$ cat src/sync_route_consts.vh
// Constants for the converter trigger routing block
// Assumes inclusion by bare name from the routing design files
`ifndef SYNC_ROUTE_CONSTS_VH
`define SYNC_ROUTE_CONSTS_VH
// Conversion modes
`define MODE_W          2
`define MODE_SEQUENTIAL 2'h0
`define MODE_SIMUL_PAR  2'h1
`define MODE_INDEP_PAR  2'h2
// Limit action encodings
`define LIM_W           2
`define LIM_KEEP        2'h0
`define LIM_ACTIVATE    2'h1
`define LIM_DEACTIVATE  2'h2
// Number of modulator pairs
`define PAIR_COUNT      3
`endif

$ cat src/sync_route.v
// Trigger routing between modulator, timer channels and two converters
// Assumes all sources run on clk; selects and modes come from a
// system control register outside this block
`timescale 1ns/1ps
`default_nettype none
`include "sync_route_consts.vh"
module sync_route #(
    parameter PAIRS = `PAIR_COUNT
) (
    input  wire                 clk,
    input  wire                 resetn,
    input  wire                 pwm_reload,
    input  wire                 pwm_sync_to_timer_sel,
    input  wire                 timer3_src_in,
    output wire                 timer3_input,
    input  wire                 timer3_out,
    input  wire                 timer2_out,
    input  wire [`MODE_W-1:0]   conv_mode,
    output wire                 pwm_sync_pulse,
    output wire                 adc_sync_primary,
    output wire                 adc_sync_secondary,
    output wire                 converter_a_start,
    output wire                 converter_b_start,
    input  wire [PAIRS-1:0]     limit_src_en,
    input  wire [PAIRS-1:0]     above_high,
    input  wire [PAIRS-1:0]     below_low,
    output wire [PAIRS-1:0]     pair_active
);
    // Edge pulses from the reload and timer level inputs
    wire                reload_p;
    wire                prim_p;
    wire                sec_p;

    // Registered copies of every output except pair_active, and their next values
    reg                 pwm_sync_pulse_q;
    reg                 pwm_sync_pulse_d;
    reg                 timer3_input_q;
    reg                 timer3_input_d;
    reg                 adc_sync_primary_q;
    reg                 adc_sync_primary_d;
    reg                 adc_sync_secondary_q;
    reg                 adc_sync_secondary_d;
    reg                 converter_a_start_q;
    reg                 converter_a_start_d;
    reg                 converter_b_start_q;
    reg                 converter_b_start_d;

    // Modes in which the primary sync starts both converters
    function is_joint_mode;
        input [`MODE_W-1:0] m;
        begin
            is_joint_mode = (m == `MODE_SEQUENTIAL) ||
                            (m == `MODE_SIMUL_PAR);
        end
    endfunction

    // Mode in which the secondary sync starts converter B
    function is_indep_mode;
        input [`MODE_W-1:0] m;
        begin
            is_indep_mode = (m == `MODE_INDEP_PAR);
        end
    endfunction

    // Limit action of one pair; the high limit wins over the low
    function [`LIM_W-1:0] limit_action;
        input en;
        input hi;
        input lo;
        begin
            if (!en) begin
                limit_action = `LIM_KEEP;
            end else if (hi) begin
                limit_action = `LIM_DEACTIVATE;
            end else if (lo) begin
                limit_action = `LIM_ACTIVATE;
            end else begin
                limit_action = `LIM_KEEP;
            end
        end
    endfunction

    // Rising edges of the reload and timer outputs
    edge_pulse u_reload (
        .clk       (clk),
        .resetn    (resetn),
        .level_in  (pwm_reload),
        .pulse_out (reload_p)
    );

    edge_pulse u_prim (
        .clk       (clk),
        .resetn    (resetn),
        .level_in  (timer3_out),
        .pulse_out (prim_p)
    );

    edge_pulse u_sec (
        .clk       (clk),
        .resetn    (resetn),
        .level_in  (timer2_out),
        .pulse_out (sec_p)
    );

    // Reload sync and timer channel 3 input selection
    always @* begin
        pwm_sync_pulse_d = reload_p;
        if (pwm_sync_to_timer_sel) begin
            timer3_input_d = reload_p;
        end else begin
            timer3_input_d = timer3_src_in;
        end
    end

    // Converter sync copies of the timer outputs
    always @* begin
        adc_sync_primary_d   = timer3_out;
        adc_sync_secondary_d = timer2_out;
    end

    // Converter start pulses by conversion mode
    always @* begin
        converter_a_start_d = prim_p;
        converter_b_start_d = 1'h0;
        if (is_joint_mode(conv_mode)) begin
            converter_b_start_d = prim_p;
        end else if (is_indep_mode(conv_mode)) begin
            converter_b_start_d = sec_p;
        end
    end

    // Sync pulse and channel 3 input registers
    always @(posedge clk or negedge resetn) begin
        if (!resetn) begin
            pwm_sync_pulse_q <= 1'h0;
            timer3_input_q   <= 1'h0;
        end else begin
            pwm_sync_pulse_q <= pwm_sync_pulse_d;
            timer3_input_q   <= timer3_input_d;
        end
    end

    // Converter sync registers
    always @(posedge clk or negedge resetn) begin
        if (!resetn) begin
            adc_sync_primary_q   <= 1'h0;
            adc_sync_secondary_q <= 1'h0;
        end else begin
            adc_sync_primary_q   <= adc_sync_primary_d;
            adc_sync_secondary_q <= adc_sync_secondary_d;
        end
    end

    // Converter start registers
    always @(posedge clk or negedge resetn) begin
        if (!resetn) begin
            converter_a_start_q <= 1'h0;
            converter_b_start_q <= 1'h0;
        end else begin
            converter_a_start_q <= converter_a_start_d;
            converter_b_start_q <= converter_b_start_d;
        end
    end

    // Outputs come straight from the flip-flops
    assign pwm_sync_pulse     = pwm_sync_pulse_q;
    assign timer3_input       = timer3_input_q;
    assign adc_sync_primary   = adc_sync_primary_q;
    assign adc_sync_secondary = adc_sync_secondary_q;
    assign converter_a_start  = converter_a_start_q;
    assign converter_b_start  = converter_b_start_q;

    // One limit-driven output state per pair
    genvar g;
    generate
        for (g = 0; g < PAIRS; g = g + 1) begin : g_pair
            reg                 act_q;
            reg                 act_d;
            wire [`LIM_W-1:0]   action;

            assign action = limit_action(limit_src_en[g],
                                         above_high[g],
                                         below_low[g]);

            always @* begin
                case (action)
                    `LIM_ACTIVATE: begin
                        act_d = 1'h1;
                    end
                    `LIM_DEACTIVATE: begin
                        act_d = 1'h0;
                    end
                    default: begin
                        act_d = act_q;
                    end
                endcase
            end

            always @(posedge clk or negedge resetn) begin
                if (!resetn) begin
                    act_q <= 1'h0;
                end else begin
                    act_q <= act_d;
                end
            end

            assign pair_active[g] = act_q;
        end
    endgenerate
endmodule
`default_nettype wire

$ cat src/edge_pulse.v
// Rising edge to one-cycle pulse on the block clock
// Assumes the input comes from logic on the same clock
`timescale 1ns/1ps
`default_nettype none
module edge_pulse (
    input  wire clk,
    input  wire resetn,
    input  wire level_in,
    output wire pulse_out
);
    reg prev_q;

    always @(posedge clk or negedge resetn) begin
        if (!resetn) begin
            prev_q <= 1'b0;
        end else begin
            prev_q <= level_in;
        end
    end

    assign pulse_out = level_in & ~prev_q;
endmodule
`default_nettype wire

$ cat config.mk
export PLATFORM = sky130hd
export DESIGN_NAME = sync_route
export DESIGN_NICKNAME = d
export VERILOG_FILES = /design/src/sync_route.v /design/src/edge_pulse.v
export VERILOG_INCLUDE_DIRS = /design/src
export SDC_FILE = /design/constraint.sdc
export NUM_CORES = 1
export LEC_CHECK = 0
export BUFFER_PORTS_ARGS = -buffer_cell sky130_fd_sc_hd__buf_2
export CORE_AREA = 2 2 39 41
export CTS_CLUSTER_DIAMETER = 150
export DETAILED_ROUTE_END_ITERATION = 10
export DIE_AREA = 0 0 41 43
export GPL_TIMING_DRIVEN = 0
export PLACE_DENSITY = 0.71
export RECOVER_POWER = 50
export SLEW_MARGIN = 20
export SYNTH_ARGS = -nofsm -noshare
export SYNTH_HDL_FRONTEND = slang
export SYNTH_HIERARCHICAL = 1
export SYNTH_SLANG_ARGS = --single-unit
$ cat constraint.sdc
create_clock -name clk -period 0.8 [get_ports clk]
set_input_delay 0.04 -clock clk [delete_from_list [all_inputs] [get_ports clk]]
set_output_delay 0.04 -clock clk [all_outputs]
set_load 0.01 [all_outputs]
==> metrics.md, run 1 <==
| Metric | Value |
|---|---|
| Num Clock Sinks | `12` |
| Height of the die | `43 um` |
| I/O Pins | `27` |
| First-pass GRT wire length | `1610 um` |
| Net Sw Frac | `23.1%` |
| Peak VDD IR | `849 uV` |
| CTS tree | `yes` |
| Cell variety after synth | `10` |
| Worst setup SP type | `flop` |
| Most frequent cells in the layout | `buf_2 (22), dfrtp_1 (12), dlygate4sd3_1 (6)` |
| Placement Rows | `14` |
| H-tree depth | `1` |
| Pre-antenna DRT Iters | `1` |
| Routed wire length per instance | `10.0 um` |
| Crit Path Class | `flop to primary output` |
| Clk buf depth | `2` |
| Clock power frac | `33.5%` |
| Number of global-route vias before repair | `425` |
| WP buf/inv | `1` |
| Total Nets Final | `92` |
| Maxcap violations | `0` |
| Final period util | `106%` |
| CTS Root Cell | `clkbuf_4` |
| Cells after DPL | `79` |
| Fmax | `1180 MHz` |
| Port bufs | `26` |
| Avg Inst Size Synth | `13.5 um^2` |
| Seq cells post-synth | `12` |
| Commonest non-fill, non-tap cell in the layout | `buf_2` |
| Synth warnings | `6` |
| Core ar. | `0.00138 mm^2` |
| Failing checks | `negative setup slack` |
| Crit end category | `primary output` |
| Switching power | `0.000327 W` |
| CTS clk-pin slew, worst paths | `0.08 ns` |
| Setup violations, final | `5` |
| RSZ-0062 raised after global routing | `true` |
| Lkg Pwr | `0.384 nW` |
| Relative slew slack | `81.4%` |
| Final worst path period need | `0.844 ns` |
| Drt initial violations | `0` |
| CP top delay family | `flip-flops` |
| Req. time, crit path | `0.76 ns` |
| Critical Path, Cell by Cell | `buf_6` |
| Global route overflow | `0` |
| Die X-Extent | `41 um` |
| Combinational Power Share | `17.9%` |
| Total die area | `0.00176 mm^2` |
| DR vias | `386` |
| Slew Viols, Final | `0` |
| Final non-filler cell total | `86` |
| Syn Inst Count | `37` |
| Worst EP arrival | `0.80 ns` |
| Area Growth Syn to Fin | `48.5%` |
| P per Cell Area | `1910 mW/mm^2` |
| Final worst setup slack | `-0.0442 ns` |
| Syn_nets | `58` |
| Worst min path class | `input pin to flop` |
| Global Route Usage Sum | `14.3%` |
| TritonCTS Buffers | `3` |
| Smallest hold slack | `0.0213 ns` |
| Largest net degree at the start of global routing | `13` |
| Drt drc | `0` |
| Final hold violation count | `0` |
| WL final | `860 um` |
| Initial antenna violation count | `0` |
| Vias per cell | `4.49` |
| Status | `complete, but fails checks` |
| Largest stage delay, worst path | `0.40 ns` |
| Post-synth design cell area | `500 um^2` |
| Global placement routability congestion | `0.577` |
| DP HPWL | `661 um` |
| Max FO, Critical Path | `2` |
| Critical-path top delay cell | `dfrtp_1` |
| Sequential-to-total area share from yosys stat | `60.0%` |
| Power share of the sequential group | `48.6%` |
| P_int | `0.00109 W` |
| DRT antenna net count | `0` |
| Initial Util | `36.2%` |
| Ratio of cells with drive above 1 in the final layout | `48.6%` |
| Least-Margin Pin Slew | `0.279 ns` |
| Max Clock Skew | `0.00464 ns` |
| Clk_lat worst skew | `0.27 ns` |
| ANT cells | `0` |
Yosys cell counts:
| master | n | area share, % |
|---|---|---|
| dfrtp_1 | 12 | 60 |
| nand3b_1 | 4 | 6.0 |
| o21ai_0 | 4 | 4.0 |
| and2_1 | 3 | 3.8 |
| buf_4 | 3 | 4.5 |
| ha_1 | 3 | 7.5 |
| nand2_1 | 3 | 2.2 |
| nor2b_4 | 3 | 8.3 |
| inv_1 | 1 | 0.75 |
| mux2_4 | 1 | 3.0 |
flip-flops by register name, summed over array words and instances (netlist names):
signal,flops
g_pair.act_q,3
adc_sync_primary,1
adc_sync_secondary,1
converter_a_start,1
converter_b_start,1
pwm_sync_pulse,1
timer3_input,1
u_prim/prev_q,1
u_reload/prev_q,1
u_sec/prev_q,1
final cells by class:
class                   instances  area (um^2)
well taps                      16         20.0
clock buffers                   4         36.3
flip-flops and latches         12          300
fillers                       134          641
multi-input cells              21          174
repair buffers                 32          209
inverters                       1         3.75
power groups by stage:
stage	sequential (W)	combinational, W	clock [W]
detailed placement	0.000696	0.000241	0
global placement	0.000694	0.000231	0
global route	0.000695	0.000289	0.000531
CTS	0.000690	0.000257	0.000494
floorplan	0.000702	0.000120	0
finish	0.000689	0.000253	0.000475
worst paths after layout:
path                                        startpoint                     endpoint  slack [ns]  cells after the start
hold reg to reg                u_prim/prev_q$_DFF_PN0_  converter_a_start$_DFF_PN0_        0.45                      1
setup reg to reg             u_reload/prev_q$_DFF_PN0_       timer3_input$_DFF_PN0_        0.01                      2
hold / removal                              pwm_reload     pwm_sync_pulse$_DFF_PN0_        0.02                      2
setup / recovery           g_pair[2].act_q$_DFFE_PN0P_               pair_active[2]       -0.04                      1
min in group asynchronous                       resetn  g_pair[0].act_q$_DFFE_PN0P_        0.18                      2
max in group asynchronous                       resetn   adc_sync_primary$_DFF_PN0_        0.40                      2
metal layers:
layer,up-vias,track usage [%],share of wire (%)
li1,186,-,-
met1,176,14.0,38
met2,20,23.4,51
met3,4,6.28,7.9
met4,0,8.00,2.8
met5,-,0,0
cells by family (layout without fill, tap and decap cells):
logic type | after synthesis | after routing | synth area share [%]
AND/OR/NAND/NOR | 13 | 13 | 20.3
multiplexers | 1 | 1 | 3.00
AO/OA/AOI/OAI | 4 | 4 | 4.00
flip-flops | 12 | 12 | 60.0
adder cells (fa/ha/maj) | 3 | 3 | 7.50
buffers and inverters | 4 | 37 | 5.25
through the flow:
step / worst slack, ns / total power [W] / instance area, um^2 / setup TNS (ns) / util, %
2_1_floorplan: 0.0478 / 0.000822 / 500 / 0 / -
3_3_place_gp: -0.0456 / 0.000925 / 651 / -0.119 / 47.0
3_5_place_dp: -0.0788 / 0.000938 / 651 / -0.197 / 47.0
4_1_cts: -0.0510 / 0.00144 / 743 / -0.217 / 53.7
5_1_grt: -0.0895 / 0.00151 / 743 / -0.479 / 53.7
6_report: -0.0442 / 0.00142 / 743 / -0.114 / 53.7
what timing repair did:
item                       4_1_cts  5_1_grt
hold endpoints to repair        19        0
setup buffers                    0        0
hold buffers                     6        0
pin swaps                        0        0
gates resized for setup          3        0
setup endpoints to repair        9       10
(Power assumes the default switching activity.)
==> inputs of run 2 (changes only) <==
--- a/config.mk
+++ b/config.mk
@@ -6,13 +6,12 @@
 export SDC_FILE = /design/constraint.sdc
 export NUM_CORES = 1
 export LEC_CHECK = 0
-export BUFFER_PORTS_ARGS = -buffer_cell sky130_fd_sc_hd__buf_2
 export CORE_AREA = 2 2 39 41
 export CTS_CLUSTER_DIAMETER = 150
 export DETAILED_ROUTE_END_ITERATION = 10
 export DIE_AREA = 0 0 41 43
-export GPL_TIMING_DRIVEN = 0
-export PLACE_DENSITY = 0.71
+export DONT_BUFFER_PORTS = 1
+export PLACE_DENSITY = 0.54
 export RECOVER_POWER = 50
 export SLEW_MARGIN = 20
 export SYNTH_ARGS = -nofsm -noshare
==> run 2 against run 1 <==
Effect of this change: the run ends with negative hold slack left; critical path depth up 1; cell count shrank 29%; routed wire length fell by 8.1%; hold slack got worse by 0.22 ns; via count down 27%; cell area shrank 18%; flip-flop and latch count stayed put; clock power down 3%; setup slack better by 0.045 ns; sequential share of layout area is 9.0 points higher; global-route usage fell by 4.2 points.
==> metrics.md, run 2 (synthesis results as in run 1) <==
| Metric | Value |
|---|---|
| WL final | `790 um (-8.1%)` |
| Slew Viols, Final | `0 (unchanged)` |
| Maxcap violations | `0 (unchanged)` |
| Fmax | `1250 MHz (+5.7%)` |
| CTS clk-pin slew, worst paths | `0.07 ns (about the same)` |
| Num Clock Sinks | `12 (unchanged)` |
| Die X-Extent | `41 um (unchanged)` |
| TritonCTS Buffers | `3 (unchanged)` |
| Initial Util | `36.2% (unchanged)` |
| First-pass GRT wire length | `1130 um (-30%)` |
| Total Nets Final | `67 (-27%)` |
| Crit end category | `flop` |
| Most flop-heavy register | `g_pair.act_q` |
| Commonest non-fill, non-tap cell in the layout | `dfrtp_1` |
| Final worst path period need | `0.799 ns (-0.0455 ns)` |
| Reg-to-reg slack, setup | `0.001 ns (about the same)` |
| CTS Root Cell | `clkbuf_4` |
| Drt initial violations | `0 (unchanged)` |
| CTS tree | `yes` |
| Placement Rows | `14 (unchanged)` |
| Peak VDD IR | `750 uV (-12%)` |
| Largest stage delay, worst path | `0.39 ns (about the same)` |
| Final Core Density | `43.9% (-9.8 points)` |
| Clk_lat worst skew | `0.26 ns (about the same)` |
| Largest net degree at the start of global routing | `13 (unchanged)` |
| Relative slew slack | `65.4% (-16 points)` |
| Fillers | `132 (-1.5%)` |
| Final non-filler cell total | `61 (-29%)` |
| Cells after DPL | `50 (-37%)` |
| Least-Margin Pin Slew | `0.517 ns (+0.238 ns)` |
| Global placement routability congestion | `0.509 (-12%)` |
| RSZ-0062 raised after global routing | `true` |
| Global route overflow | `0 (unchanged)` |
| Smallest hold slack | `-0.197 ns (-0.218 ns)` |
| CTS Hold Bufs | `7 (+1)` |
| Vias per cell | `4.62 (+3.0%)` |
| Ratio of cells with drive above 1 in the final layout | `22.2% (-26 points)` |
| Failing checks | `negative hold slack` |
| I/O Pins | `27 (unchanged)` |
| Final hold violation count | `2 (+2)` |
| Worst EP arrival | `0.95 ns (+0.15 ns)` |
| Drt drc | `0 (unchanged)` |
| DR vias | `282 (-27%)` |
| DRT antenna net count | `0 (unchanged)` |
| Height of the die | `43 um (unchanged)` |
| Lkg Pwr | `0.277 nW (-28%)` |
| Crit path from | `u_reload/prev_q$_DFF_PN0_` |
| Area Growth Syn to Fin | `21.5%` |
| Most frequent cells in the layout | `dfrtp_1 (12), dlygate4sd3_1 (7), nand3b_1 (4)` |
| Routed wire length per instance | `13.0 um (+30%)` |
| Clk buf depth | `2 (unchanged)` |
| ANT cells | `0 (unchanged)` |
| Critical-path top delay cell | `dfrtp_1` |
| Worst min path class | `input pin to flop` |
| Final period util | `99.8% (-5.7 points)` |
| H-tree depth | `1 (unchanged)` |
| Number of global-route vias before repair | `279 (-34%)` |
| Setup violations, final | `0 (-5)` |
| Max FFs per register | `3 (unchanged)` |
| P per Cell Area | `2130 mW/mm^2 (+12%)` |
| Crit Path Class | `flop to flop` |
| R2r startpoint | `u_reload/prev_q$_DFF_PN0_` |
| Power Total | `0.00130 W (-8.5%)` |
| Area of the multi-input gates | `178 um^2 (+2.2%)` |
| Worst setup endpoint | `timer3_input$_DFF_PN0_` |
| Core ar. | `0.00138 mm^2 (unchanged)` |
| Critical Path, Cell by Cell | `nor2b_4 > mux2_4` |
| Worst setup SP type | `flop` |
| FF+latch area | `300 um^2 (unchanged)` |
| Total die area | `0.00176 mm^2 (unchanged)` |
| Req. time, crit path | `0.95 ns (+0.19 ns)` |
| Port bufs | `0 (-100%)` |
| Global Route Usage Sum | `10.2% (-4.2 points)` |
| Worst reg2reg endpoint | `timer3_input$_DFF_PN0_` |
| Status | `complete, but fails checks` |
| Max FO, Critical Path | `2 (unchanged)` |
| Max Clock Skew | `0.000193 ns (-0.00444 ns)` |
| Pre-antenna DRT Iters | `1 (unchanged)` |
| Worst R2R Path Depth | `2 (unchanged)` |
| Initial antenna violation count | `0 (unchanged)` |
[run 2: cell type report]
type	instances	area share, %
clock buffer	4	5.97
inverter	1	0.617
multi-input combinational	21	29.2
sequential	12	49.4
tap	16	3.29
timing repair buffer	7	11.5
[run 2: what timing repair did]
item,4_1_cts,5_1_grt
setup buffers,0,0
endpoints found under the setup margin,1,2
endpoints found under the hold margin,21,2
gates resized for setup,1,2
pin swaps,0,0
[run 2: stage by stage]
stage	area (um^2)	setup WS (ns)	hold WS [ns]	setup TNS (ns)
floorplan	500	0.0478	-0.256	0
global placement	498	0.0385	-0.255	0
detailed placement	498	-0.000651	-0.255	-0.000651
CTS	604	0.00676	-0.205	0
global route	608	-0.00307	-0.219	-0.00307
finish	608	0.00124	-0.197	0
[run 2: how the worst min path moves through the flow]
stage	startpoint	to	slack (ns)	depth (start not counted)
5_1_grt	pwm_reload	u_reload/prev_q$_DFF_PN0_	-0.22	0
6_report	pwm_reload	u_reload/prev_q$_DFF_PN0_	-0.20	0
2_1_floorplan	resetn	adc_sync_primary$_DFF_PN0_	-0.26	0
3_3_place_gp	resetn	g_pair[2].act_q$_DFFE_PN0P_	-0.26	0
4_1_cts	pwm_reload	u_reload/prev_q$_DFF_PN0_	-0.20	0
3_5_place_dp	resetn	u_prim/prev_q$_DFF_PN0_	-0.26	0
[run 2: where the power goes]
group	switching, W	total [W]	leakage (nW)	internal (W)
registers	0.0000553	0.000715	0.144	0.000659
clock network	0.000187	0.000463	0.0210	0.000276
logic	0.0000504	0.000119	0.112	0.0000690
[run 2: worst max-delay path, delay by kind of cell (launching register included)]
family / cells / cell delay (ns)
AND/OR/NAND/NOR: 1 / 0.05
multiplexers: 1 / 0.25
flip-flops: 1 / 0.39
[run 2: per-layer routing]
| layer | routed length (um) | part of all wire [%] | track usage [%] | vias to the layer above |
|---|---|---|---|---|
| met5 | 0 | 0 | 0 | - |
| met1 | 255 | 32 | 9.33 | 131 |
| met2 | 465 | 59 | 17.8 | 15 |
| met3 | 69 | 8.7 | 4.71 | 0 |
| met4 | 0 | 0 | 4.00 | 0 |
| li1 | - | - | - | 136 |
